$ cat config.mk
export PLATFORM = sky130hd
export DESIGN_NAME = cbss_regs
export DESIGN_NICKNAME = d
export VERILOG_FILES = /design/src/inc/cbss_pkg.sv /design/src/hdl/cbss_regs.sv
export SDC_FILE = /design/constraint.sdc
export NUM_CORES = 1
export LEC_CHECK = 0
export BUFFER_PORTS_ARGS = -buffer_cell sky130_fd_sc_hd__buf_2
export CAP_MARGIN = 20
export CORE_UTILIZATION = 25
export CTS_CLUSTER_SIZE = 28
export DETAILED_ROUTE_END_ITERATION = 8
export GPL_TIMING_DRIVEN = 1
export SLEW_MARGIN = 20
export SYNTH_ARGS = -nofsm -noshare
export SYNTH_HDL_FRONTEND = slang
export SYNTH_HIERARCHICAL = 1
export SYNTH_SLANG_ARGS = --single-unit
$ cat constraint.sdc
create_clock -name SYS_CLK -period 2.1 [get_ports SYS_CLK]
set_input_delay 0.21 -clock SYS_CLK [delete_from_list [all_inputs] [get_ports SYS_CLK]]
set_output_delay 0.21 -clock SYS_CLK [all_outputs]
set_load 0.01 [all_outputs]
$ cat src/inc/cbss_pkg.sv
// package for the card-side error status and bus number block
// assumes a config access port with dword addresses and byte enables
//
// Summary of operation
// - card parity error in address or data phase sets status bit 15
// - card-driven system error sets bit 14; bridge never drives that line
// - master abort on a cycle we initiated sets bit 13
// - target abort received on a cycle we initiated sets bit 12
// - target abort signaled by us as target sets bit 11
// - writing 1 clears a clearable status bit; writing 0 leaves it
// - bits 10 to 9 always read 01b, medium select timing
// - bit 8 set on parity error seen, we are master, response enabled
// - bit 7 always reads 0, no fast back-to-back
// - bit 6 always reads 0, no user-definable features
// - bit 5 always reads 0, card clock at most 33 MHz
// - bits 4 to 0 reserved, read zero
// - sticky error bits reset only by global reset; bus reset leaves them
// - upstream bus number, 8-bit read/write, resets to zero
// - card-side bus number, 8-bit read/write, resets to zero
// - config cycles compared against all three bus numbers for forwarding
// - subordinate bus number, 8-bit read/write, upper forwarding bound
package cbss_pkg;

  // ****************************************
  // register map (byte offsets)
  // ****************************************
  localparam logic [7:0] CBSS_OFS_STATUS = 8'h16;
  localparam logic [7:0] CBSS_OFS_UP_BUS = 8'h18;
  localparam logic [7:0] CBSS_OFS_CARD_BUS = 8'h19;
  localparam logic [7:0] CBSS_OFS_SUB_BUS = 8'h1A;

  // ****************************************
  // status field positions
  // ****************************************
  localparam int CBSS_B_PARITY = 15;
  localparam int CBSS_B_SERR = 14;
  localparam int CBSS_B_MABORT = 13;
  localparam int CBSS_B_TA_RCVD = 12;
  localparam int CBSS_B_TA_SIG = 11;
  localparam int CBSS_B_SPEED_LO = 9;
  localparam int CBSS_B_DPAR = 8;
  localparam logic [1:0] CBSS_SPEED_MEDIUM = 2'h1;
  localparam logic [15:0] CBSS_STATUS_RST = 16'h0200;
  localparam logic [7:0] CBSS_BUS_RST = 8'h00;

  typedef struct packed {
    logic addr_parity_err;
    logic data_parity_err;
    logic serr_seen;
    logic master_abort;
    logic target_abort_rcvd;
    logic target_abort_sig;
    logic perr_seen;
    logic is_master;
  } cbss_event_t;

  typedef struct packed {
    logic wr;
    logic rd;
    logic [5:0] dw_addr;
    logic [3:0] be;
    logic [31:0] wdata;
  } cbss_cfg_req_t;

  typedef enum logic [1:0] {
    CBSS_FWD_NONE = 2'b00,
    CBSS_FWD_TYPE0 = 2'b01,
    CBSS_FWD_TYPE1 = 2'b10
  } cbss_fwd_t;

endpackage

$ cat src/hdl/cbss_regs.sv
// card-side error status, bus number registers and forward decision
// also holds the flag and bus number cells that the top module instantiates
// assumes a config access port clocked by SYS_CLK; RST_N is the global reset
`timescale 1ns/1ns
`default_nettype none

// ****************************************
// one write-1-to-clear error flag
// ****************************************
// set wins over a same-cycle clear so no event is lost
module cbss_sticky_bit #(
  parameter logic RST_VAL = 1'b0
) (
  input wire logic clk,
  input wire logic rst_n,
  input wire logic set_evt,
  input wire logic clr_req,
  output logic flag_r
);

  logic flag_nxt;

  always_comb begin
    flag_nxt = flag_r;
    if (clr_req) begin
      flag_nxt = 1'b0;
    end
    if (set_evt) begin
      flag_nxt = 1'b1;
    end
  end

  // only the global reset reaches this flop
  always_ff @(posedge clk or negedge rst_n) begin
    if (!rst_n) begin
      flag_r <= RST_VAL;
    end else begin
      flag_r <= flag_nxt;
    end
  end

endmodule

// ****************************************
// one host-programmed bus number byte
// ****************************************
module cbss_byte_reg #(
  parameter logic [7:0] RST_VAL = 8'h00
) (
  input wire logic clk,
  input wire logic rst_n,
  input wire logic sync_rst_n,
  input wire logic wr_en,
  input wire logic [7:0] wr_byte,
  output logic [7:0] val_r
);

  logic [7:0] val_nxt;

  // bus reset is synchronous; a write in the same cycle is dropped
  always_comb begin
    val_nxt = val_r;
    if (!sync_rst_n) begin
      val_nxt = RST_VAL;
    end else if (wr_en) begin
      val_nxt = wr_byte;
    end
  end

  always_ff @(posedge clk or negedge rst_n) begin
    if (!rst_n) begin
      val_r <= RST_VAL;
    end else begin
      val_r <= val_nxt;
    end
  end

endmodule

module cbss_regs (
  input wire logic SYS_CLK,
  input wire logic RST_N,
  input wire logic BUS_RST_N,
  input wire cbss_pkg::cbss_cfg_req_t CFG_REQ,
  output logic [31:0] CFG_RDATA,
  output logic CFG_RVALID,
  input wire cbss_pkg::cbss_event_t CARD_EVT,
  input wire logic PARITY_RESP_EN,
  output logic CARD_SERR_OE,
  input wire logic FWD_REQ,
  input wire logic FWD_IS_TYPE1,
  input wire logic [7:0] FWD_BUS,
  output logic FWD_VALID,
  output cbss_pkg::cbss_fwd_t FWD_ACTION
);

  // ****************************************
  // decode
  // ****************************************
  // address decode
  logic hit_status;
  logic hit_bus;

  // status flag events and clears, one bit per flag
  logic [5:0] clr_bits;
  logic [5:0] set_bits;
  logic parity_r;
  logic serr_r;
  logic mabort_r;
  logic ta_rcvd_r;
  logic ta_sig_r;
  logic dpar_r;
  logic [15:0] status;

  // bus number registers and their byte-lane write strobes
  logic [7:0] up_bus_r;
  logic [7:0] card_bus_r;
  logic [7:0] sub_bus_r;
  logic up_wr;
  logic card_wr;
  logic sub_wr;

  // next values of the registered outputs
  logic [31:0] rdata_nxt;
  cbss_pkg::cbss_fwd_t fwd_action_nxt;

  assign hit_status = (CFG_REQ.dw_addr == cbss_pkg::CBSS_OFS_STATUS[7:2]);
  assign hit_bus = (CFG_REQ.dw_addr == cbss_pkg::CBSS_OFS_UP_BUS[7:2]);

  // ****************************************
  // card error line
  // ****************************************
  // the bridge only observes the card's error line, never drives it
  assign CARD_SERR_OE = 1'b0;

  // ****************************************
  // sticky error bits {15,14,13,12,11,8}
  // ****************************************
  always_comb begin
    set_bits[5] = CARD_EVT.addr_parity_err | CARD_EVT.data_parity_err;
    set_bits[4] = CARD_EVT.serr_seen;
    set_bits[3] = CARD_EVT.master_abort;
    set_bits[2] = CARD_EVT.target_abort_rcvd;
    set_bits[1] = CARD_EVT.target_abort_sig;
    set_bits[0] = CARD_EVT.perr_seen & CARD_EVT.is_master & PARITY_RESP_EN;
  end

  // ****************************************
  // status clear decode
  // ****************************************
  always_comb begin
    clr_bits = 6'h00;
    if (CFG_REQ.wr && hit_status) begin
      if (CFG_REQ.be[3]) begin
        clr_bits[5:1] = CFG_REQ.wdata[31:27];
      end
      // bit 8 shares the upper byte lane with bits 15 to 11
      if (CFG_REQ.be[3]) begin
        clr_bits[0] = CFG_REQ.wdata[24];
      end
    end
  end

  // ****************************************
  // sticky flag cells
  // ****************************************
  // only the global reset reaches these; bus reset deliberately ignored
  // bit 15: card-side parity error, address or data phase
  cbss_sticky_bit #(
    .RST_VAL(cbss_pkg::CBSS_STATUS_RST[cbss_pkg::CBSS_B_PARITY])
  ) u_parity_flag (
    .clk(SYS_CLK),
    .rst_n(RST_N),
    .set_evt(set_bits[5]),
    .clr_req(clr_bits[5]),
    .flag_r(parity_r)
  );

  // bit 14: system error driven by the card
  cbss_sticky_bit #(
    .RST_VAL(cbss_pkg::CBSS_STATUS_RST[cbss_pkg::CBSS_B_SERR])
  ) u_serr_flag (
    .clk(SYS_CLK),
    .rst_n(RST_N),
    .set_evt(set_bits[4]),
    .clr_req(clr_bits[4]),
    .flag_r(serr_r)
  );

  // bit 13: master abort on a cycle we started
  cbss_sticky_bit #(
    .RST_VAL(cbss_pkg::CBSS_STATUS_RST[cbss_pkg::CBSS_B_MABORT])
  ) u_mabort_flag (
    .clk(SYS_CLK),
    .rst_n(RST_N),
    .set_evt(set_bits[3]),
    .clr_req(clr_bits[3]),
    .flag_r(mabort_r)
  );

  // bit 12: target abort received on a cycle we started
  cbss_sticky_bit #(
    .RST_VAL(cbss_pkg::CBSS_STATUS_RST[cbss_pkg::CBSS_B_TA_RCVD])
  ) u_ta_rcvd_flag (
    .clk(SYS_CLK),
    .rst_n(RST_N),
    .set_evt(set_bits[2]),
    .clr_req(clr_bits[2]),
    .flag_r(ta_rcvd_r)
  );

  // bit 11: target abort signaled by us as target
  cbss_sticky_bit #(
    .RST_VAL(cbss_pkg::CBSS_STATUS_RST[cbss_pkg::CBSS_B_TA_SIG])
  ) u_ta_sig_flag (
    .clk(SYS_CLK),
    .rst_n(RST_N),
    .set_evt(set_bits[1]),
    .clr_req(clr_bits[1]),
    .flag_r(ta_sig_r)
  );

  // bit 8: data parity error reported while we were master
  cbss_sticky_bit #(
    .RST_VAL(cbss_pkg::CBSS_STATUS_RST[cbss_pkg::CBSS_B_DPAR])
  ) u_dpar_flag (
    .clk(SYS_CLK),
    .rst_n(RST_N),
    .set_evt(set_bits[0]),
    .clr_req(clr_bits[0]),
    .flag_r(dpar_r)
  );

  // ****************************************
  // status image
  // ****************************************
  always_comb begin
    status = 16'h0000;
    status[cbss_pkg::CBSS_B_PARITY] = parity_r;
    status[cbss_pkg::CBSS_B_SERR] = serr_r;
    status[cbss_pkg::CBSS_B_MABORT] = mabort_r;
    status[cbss_pkg::CBSS_B_TA_RCVD] = ta_rcvd_r;
    status[cbss_pkg::CBSS_B_TA_SIG] = ta_sig_r;
    status[cbss_pkg::CBSS_B_SPEED_LO +: 2] = cbss_pkg::CBSS_SPEED_MEDIUM;
    status[cbss_pkg::CBSS_B_DPAR] = dpar_r;
  end

  // ****************************************
  // bus number registers
  // ****************************************
  // a write only lands on the byte lanes that are enabled
  assign up_wr = CFG_REQ.wr && hit_bus && CFG_REQ.be[0];
  assign card_wr = CFG_REQ.wr && hit_bus && CFG_REQ.be[1];
  assign sub_wr = CFG_REQ.wr && hit_bus && CFG_REQ.be[2];

  // upstream bus number, byte 0 of the dword
  cbss_byte_reg #(
    .RST_VAL(cbss_pkg::CBSS_BUS_RST)
  ) u_up_bus (
    .clk(SYS_CLK),
    .rst_n(RST_N),
    .sync_rst_n(BUS_RST_N),
    .wr_en(up_wr),
    .wr_byte(CFG_REQ.wdata[7:0]),
    .val_r(up_bus_r)
  );

  // card-side bus number, byte 1 of the dword
  cbss_byte_reg #(
    .RST_VAL(cbss_pkg::CBSS_BUS_RST)
  ) u_card_bus (
    .clk(SYS_CLK),
    .rst_n(RST_N),
    .sync_rst_n(BUS_RST_N),
    .wr_en(card_wr),
    .wr_byte(CFG_REQ.wdata[15:8]),
    .val_r(card_bus_r)
  );

  // subordinate bus number, byte 2 of the dword
  cbss_byte_reg #(
    .RST_VAL(cbss_pkg::CBSS_BUS_RST)
  ) u_sub_bus (
    .clk(SYS_CLK),
    .rst_n(RST_N),
    .sync_rst_n(BUS_RST_N),
    .wr_en(sub_wr),
    .wr_byte(CFG_REQ.wdata[23:16]),
    .val_r(sub_bus_r)
  );

  // ****************************************
  // read path
  // ****************************************
  always_comb begin
    rdata_nxt = CFG_RDATA;
    if (CFG_REQ.rd) begin
      if (hit_status) begin
        rdata_nxt = {status, 16'h0000};
      end else if (hit_bus) begin
        rdata_nxt = {8'h00, sub_bus_r, card_bus_r, up_bus_r};
      end else begin
        rdata_nxt = 32'h0000_0000;
      end
    end
  end

  // read data holds until the next read so a slow host can take it late
  always_ff @(posedge SYS_CLK or negedge RST_N) begin
    if (!RST_N) begin
      CFG_RDATA <= 32'h0000_0000;
      CFG_RVALID <= 1'b0;
    end else begin
      CFG_RDATA <= rdata_nxt;
      CFG_RVALID <= CFG_REQ.rd;
    end
  end

  // ****************************************
  // configuration forward decision
  // ****************************************
  // a cycle naming our own upstream bus is never sent downstream
  always_comb begin
    fwd_action_nxt = FWD_ACTION;
    if (FWD_REQ) begin
      if (!FWD_IS_TYPE1 || FWD_BUS == up_bus_r) begin
        fwd_action_nxt = cbss_pkg::CBSS_FWD_NONE;
      end else if (FWD_BUS == card_bus_r) begin
        fwd_action_nxt = cbss_pkg::CBSS_FWD_TYPE0;
      end else if (FWD_BUS > card_bus_r && FWD_BUS <= sub_bus_r) begin
        fwd_action_nxt = cbss_pkg::CBSS_FWD_TYPE1;
      end else begin
        fwd_action_nxt = cbss_pkg::CBSS_FWD_NONE;
      end
    end
  end

  // decision is registered; the action holds until the next request
  always_ff @(posedge SYS_CLK or negedge RST_N) begin
    if (!RST_N) begin
      FWD_VALID <= 1'b0;
      FWD_ACTION <= cbss_pkg::CBSS_FWD_NONE;
    end else begin
      FWD_VALID <= FWD_REQ;
      FWD_ACTION <= fwd_action_nxt;
    end
  end

endmodule
`default_nettype wire

==> results of run 1 <==
-- repair_timing --
item | 4_1_cts | 5_1_grt
endpoints found under the hold margin | 23 | 0
endpoints found under the setup margin | 0 | 0
buffers inserted | 0 | 0
hold buffers | 1 | 0
-- cells in the mapped netlist (all sizes together) --
| cell type | number |
|---|---|
| and4b | 1 |
| nand2b | 1 |
| nand3b | 1 |
| ha | 16 |
| a21oi | 3 |
| conb | 1 |
| a211oi | 2 |
| nand3 | 24 |
| xnor2 | 8 |
| dfrtp | 65 |
| mux2i | 25 |
| and2 | 7 |
| nand2 | 11 |
| nor2 | 2 |
| o221ai | 1 |
| a2111oi | 1 |
| clkbuf | 2 |
| inv | 55 |
| buf | 13 |
| nor4b | 1 |
| nand4 | 4 |
| a21o | 9 |
| o22ai | 7 |
| or3 | 1 |
| o21a | 1 |
| o32ai | 1 |
| and3 | 4 |
| and3b | 1 |
| nor3 | 1 |
| or2 | 1 |
| o21ai | 26 |
| nor2b | 24 |
| or3b | 1 |
-- cell type report --
type                       count  area, µm²  area share, %
multi-input combinational    187       1510           34.4
inverter                      55        206           4.69
clock buffer                  13        250           5.69
tap                          176        220           5.01
clock inverter                 3       40.0          0.910
sequential                    65       1630           37.0
timing repair buffer         103        543           12.3
-- kinds of logic (layout without fill, tap and decap cells) --
group	after synthesis	in the layout	share of synthesized area, %
muxes	25	25	7.18
xor gates and xnor gates	8	8	2.01
AOI/OAI and AO/OA	51	51	10.9
other	1	2	0.108
adders and majority gates	16	16	5.75
and+or+nand+nor	85	85	17.3
DFF	65	65	46.7
buffers and inverters	70	174	10.0
-- layout by cell type, fill, tap and decap left out, drive strengths merged --
master / instances
bufinv: 1
or3: 1
nor2b: 24
nand2b: 1
or3b: 1
inv: 55
nor3: 1
dlygate4sd3: 1
a211oi: 2
mux2i: 25
nand2: 11
o21ai: 26
clkbuf: 13
dfrtp: 65
buf: 102
o32ai: 1
clkinv: 2
and3b: 1
xnor2: 8
nand3b: 1
o21a: 1
a21o: 9
nor4b: 1
nand3: 24
ha: 16
o22ai: 7
nand4: 4
or2: 1
and4b: 1
a2111oi: 1
and3: 4
and2: 7
a21oi: 3
nor2: 2
conb: 2
o221ai: 1
-- metal layers --
metal / wire (µm) / track usage (%) / vias up
met1: 3770 / 15.0 / 1191
met2: 3610 / 18.9 / 79
li1: - / - / 1270
met3: 524 / 3.71 / 11
met4: 145 / 6.09 / 0
met5: 0 / 0 / -
-- flip-flops by register name (all words and copies together), names as in the netlist --
| name | flops |
|---|---|
| CFG_RDATA | 31 |
| u_card_bus/val_r | 8 |
| u_sub_bus/val_r | 8 |
| u_up_bus/val_r | 8 |
| FWD_ACTION | 2 |
| CFG_RVALID | 1 |
| FWD_VALID | 1 |
| u_dpar_flag/flag_r | 1 |
| u_mabort_flag/flag_r | 1 |
| u_parity_flag/flag_r | 1 |
| u_serr_flag/flag_r | 1 |
| u_ta_rcvd_flag/flag_r | 1 |
| u_ta_sig_flag/flag_r | 1 |
-- final timing paths --
check                                                      from                              end  slack, ns  cells after the start
worst max-delay path            u_card_bus/val_r[5]$_DFFE_PN0P_        FWD_ACTION[1]$_DFFE_PN0P_       0.32                      6
worst min-delay path                                    FWD_REQ              FWD_VALID$_DFF_PN0_       0.05                      1
worst max register to register  u_card_bus/val_r[5]$_DFFE_PN0P_        FWD_ACTION[1]$_DFFE_PN0P_       0.32                      6
worst min register to register   u_dpar_flag/flag_r$_DFFE_PN0P_   u_dpar_flag/flag_r$_DFFE_PN0P_       0.48                      1
max in group asynchronous                                 RST_N  u_card_bus/val_r[4]$_DFFE_PN0P_       0.95                      3
min in group asynchronous                                 RST_N        CFG_RDATA[10]$_DFFE_PN0P_       0.43                      2
-- critical path, cell delays in order, from the launching register on --
cell	delay, ns
dfrtp_1	0.38
inv_1	0.06
ha_1	0.28
a21o_1	0.19
a21o_1	0.16
a2111oi_0	0.42
o32ai_1	0.16
-- report_power, final --
part	internal [µW]	leakage, µW	switching (µW)
Clock	947	0.000144	519
Combinational	94.0	0.000941	122
Sequential	1260	0.000872	3.70
-- metrics by stage --
step / std cells / worst slack (ns)
2_1_floorplan: 322 / 0.475
3_3_place_gp: 585 / 0.357
3_5_place_dp: 585 / 0.326
4_1_cts: 602 / 0.325
5_1_grt: 602 / 0.222
6_report: 602 / 0.317
==> summary.txt, run 1 <==
post-CTS sizing: 0
Distinct cells, synth: 41
YS warnings: 6
Setup-failing EPs final: 0
Final Hold Fails: 0
antenna diode instance count: 0
RSZ-0062 raised after global routing: no
clk_lat worst skew: 0.33 ns
die width: 120 µm
Final nets: 503
CTS Buf Count: 9
top post-synthesis cells by area: dfrtp_1 (47%), mux2i_1 (7.2%), inv_1 (5.9%), ha_1 (5.7%), nand3_2 (5.7%)
RD Place Congestion: 0.817
Mapped Cells: 321
Detailed Route Iter0 Violations: 53
pwr dens: 670 nW/µm²
DRC: 0
clock root cell: clkbuf_16
Startpoint Class: flop
WS Path Type: reg2reg
worst hold slack: 0.0466 ns
vias per cell: 4.24
Worst EP arrival: 1.98 ns
post-DP HPWL: 6.14 mm
sequential area share after synthesis: 46.7%
Clock Sinks: 65
Fillers: 1401
final period utilization: 84.9%
max_slew headroom: 60.4%
H-tree depth: 3
clk_skew: 0.00383 ns
IO Pins: 103
Initial Utilization: 26.0%
Synth Register Bits: 65
core box area: 13400 µm²
final wirelength: 8.05 mm
final instance area: 4400 µm²
area leader, netlist: dfrtp_1
fin util: 32.8%
fmax: 0.561 GHz
Avg Cell Area, Syn: 10.9 µm²
CTS tree: built
Hold Path Class: in2reg
fraction of layout cells with a size suffix above 1: 38.0%
crit-path max FO: 3
Period minus WS final: 1.78 ns
Tot GR Track Use: 12.1%
CTS clk-pin slew, worst paths: 0.05 ns
Leak: 0.00196 µW
MaxCap Viol Count: 0
Pins Over Slew Limit: 0
Yosys top cell area share: 46.7%
Peak VDD IR: 0.322 mV
DIE AREA: 14400 µm²
worst-margin pin slew: 0.594 ns
mapped cell area: 3480 µm²
largest net degree at the start of global routing: 63
initial antenna violation count: 0
# rows: 42
Port Buffers: 98
Critical Path RT: 2.29 ns
area grow syn2layout: 26.3%
Critical Path End Type: flop
clk buf depth: 2
vias: 2551
vias in the first global route: 2620
gr ovfl total: 0
WL/cell: 13.4 µm
first-pass GRT wire length: 13.1 mm
1st-pass router iterations: 4
Setup TNS: 0 ns
Pwr Total: 2950 µW
area post-placement: 4100 µm²
status: completed
die height: 120 µm
antenna-violating nets left: 0
Note: power is estimated with default switching activity, not from simulation.
==> run 2, diff against run 1 <==
==> constraint.sdc (replaced) <==
create_clock -name SYS_CLK -period 1.8 [get_ports SYS_CLK]
set_input_delay 0.18 -clock SYS_CLK [delete_from_list [all_inputs] [get_ports SYS_CLK]]
set_output_delay 0.18 -clock SYS_CLK [all_outputs]
set_load 0.01 [all_outputs]
==> run 2 against run 1 <==
- total power up 17%
- highest routed layer unchanged
- global-route usage about the same
- non-clock buffer count up 1
- clock-buffer cell count unchanged
- register-to-register slack worse by 0.22 ns
- largest cell class unchanged
- sequential share of layout area down 0.22 points
- clock power up 16%
- utilization up 0.20 points
- critical path depth unchanged
==> summary.txt, run 2 (synthesis results as in run 1) <==
largest net degree at the start of global routing: 66 (+4.8%)
Setup-failing EPs final: 0 (unchanged)
status: completed
initial antenna violation count: 0 (unchanged)
CTS tree: built
Startpoint Class: flop
Tot GR Track Use: 12.1% (-0.020 points)
Final Hold Fails: 0 (unchanged)
DRC: 0 (unchanged)
number of flip-flops in the largest register: 31 (unchanged)
Most flops, register: CFG_RDATA
MaxCap Viol Count: 0 (unchanged)
first-pass GRT wire length: 13.2 mm (+1.3%)
clk buf depth: 2 (unchanged)
pwr dens: 779 nW/µm² (+16%)
most common library cell in the layout ignoring fill and taps: buf_2
Leak: 0.00197 µW (+0.55%)
Setup TNS: 0 ns (unchanged)
antenna-violating nets left: 0 (unchanged)
CTS clk-pin slew, worst paths: 0.05 ns (about the same)
Pins Over Slew Limit: 0 (unchanged)
area post-placement: 4110 µm² (+0.31%)
Hold Path Class: in2reg
IO Pins: 103 (unchanged)
crit path cell chain: inv_1 -> ha_1 -> nand4_1 -> or3b_2 -> o221ai_1 -> o32ai_1
vias per cell: 4.22 (-0.48%)
reg2reg path depth: 6 (unchanged)
fin util: 33.0% (+0.20 points)
post-DP HPWL: 5.85 mm (-4.8%)
CP max-delay cell: or3b_2
CTS Buf Count: 9 (unchanged)
1st-pass router iterations: 4 (unchanged)
die height: 120 µm (unchanged)
RD Place Congestion: 0.863 (+5.6%)
R2R setup slack: 0.10 ns (-0.22 ns)
clk_skew: 0.00553 ns (+0.00169 ns)
Initial Utilization: 26.0% (unchanged)
Detailed Route Iter0 Violations: 115 (+120%)
hold depth: 2 (+1)
WS Path Type: reg2reg
final wirelength: 8.07 mm (+0.29%)
Worst EP arrival: 1.90 ns (-0.08 ns)
Critical Path End Type: flop
Peak VDD IR: 0.366 mV (+14%)
Period minus WS final: 1.70 ns (-0.0839 ns)
Critical Path RT: 2.00 ns (-0.29 ns)
Pwr Total: 3450 µW (+17%)
Worst Slack Setup Final: 0.101 ns (-0.216 ns)
antenna diode instance count: 0 (unchanged)
core box area: 13400 µm² (unchanged)
final period utilization: 94.4% (+9.5 points)
crit-path max FO: 3 (unchanged)
vias in the first global route: 2585 (-1.3%)
final instance area: 4420 µm² (+0.60%)
Final nets: 504 (+0.20%)
RSZ-0062 raised after global routing: no
Clock Sinks: 65 (unchanged)
clk_lat worst skew: 0.33 ns (about the same)
area grow syn2layout: 27.0%
biggest cell delay along the critical path: 0.45 ns (+0.03 ns)
commonest cells after routing, fill and taps aside: buf_2 (98), dfrtp_1 (65), inv_1 (55)
Setup WS pre-CTS: 0.0289 ns (-0.297 ns)
fraction of layout cells with a size suffix above 1: 38.4% (+0.38 points)
DIE AREA: 14400 µm² (unchanged)
Port Buffers: 98 (unchanged)
H-tree depth: 3 (unchanged)
# rows: 42 (unchanged)
clock root cell: clkbuf_16
die width: 120 µm (unchanged)
gr ovfl total: 0 (unchanged)
fmax: 0.588 GHz (+4.9%)
WL/cell: 13.4 µm (+0.12%)
vias: 2543 (-0.31%)
[run 2: changes by cell type in the layout (fill, tap and decap cells not counted), sizes merged]
cell,change
buf,+1
[run 2: metrics by stage]
step / hold WS [ns] / std cells
floorplan: -0.116 / 322
finish: 0.0295 / 603
CTS: 0.00369 / 602
detailed placement: 0.228 / 585
global placement: 0.224 / 585
global route: 0.0205 / 603
[run 2: area by class of cell]
| type | instances | area [µm²] |
|---|---|---|
| Tap cell | 176 | 220 |
| Clock buffer | 13 | 250 |
| Sequential cell | 65 | 1630 |
| Inverter | 55 | 206 |
| Clock inverter | 3 | 40.0 |
| Multi-Input combinational cell | 187 | 1520 |
| Timing Repair Buffer | 104 | 563 |
| Fill cell | 1394 | 8980 |
[run 2: path summary, 6_finish.rpt]
path | from | endpoint
worst max-delay path | u_sub_bus/val_r[3]$_DFFE_PN0P_ | FWD_ACTION[1]$_DFFE_PN0P_
worst min-delay path | CARD_EVT[2] | u_ta_sig_flag/flag_r$_DFFE_PN0P_
worst max register to register | u_sub_bus/val_r[3]$_DFFE_PN0P_ | FWD_ACTION[1]$_DFFE_PN0P_
worst min register to register | u_dpar_flag/flag_r$_DFFE_PN0P_ | u_dpar_flag/flag_r$_DFFE_PN0P_
max in group asynchronous | RST_N | u_up_bus/val_r[0]$_DFFE_PN0P_
min in group asynchronous | RST_N | u_card_bus/val_r[2]$_DFFE_PN0P_
[run 2: critical path, delay by kind of cell, from the launching register on]
family / cells / cell delay (ns)
simple gates: 2 / 0.57
fa+ha+maj: 1 / 0.30
buf+inv: 1 / 0.06
compound gates: 2 / 0.27
flops: 1 / 0.38
[run 2: repair_timing]
item / 4_1_cts / 5_1_grt
endpoints found under the hold margin: 65 / 0
endpoints found under the setup margin: 0 / 1
setup buffers: 0 / 1
hold buffers: 1 / 0
resized for setup: 0 / 2
[run 2: metal layers]
metal / vias up / part of all wire, % / global-route usage (%)
met3: 11 / 7.1 / 4.56
met5: - / 0 / 0
met4: 0 / 1.6 / 4.69
met2: 92 / 44 / 18.5
met1: 1169 / 48 / 15.2
li1: 1271 / - / -
[run 2: where the power goes]
part	switching, µW	leakage, µW	internal [µW]	total (µW)
combinational	146	0.000951	113	260
clock	609	0.000144	1110	1710
sequential	4.08	0.000872	1470	1470
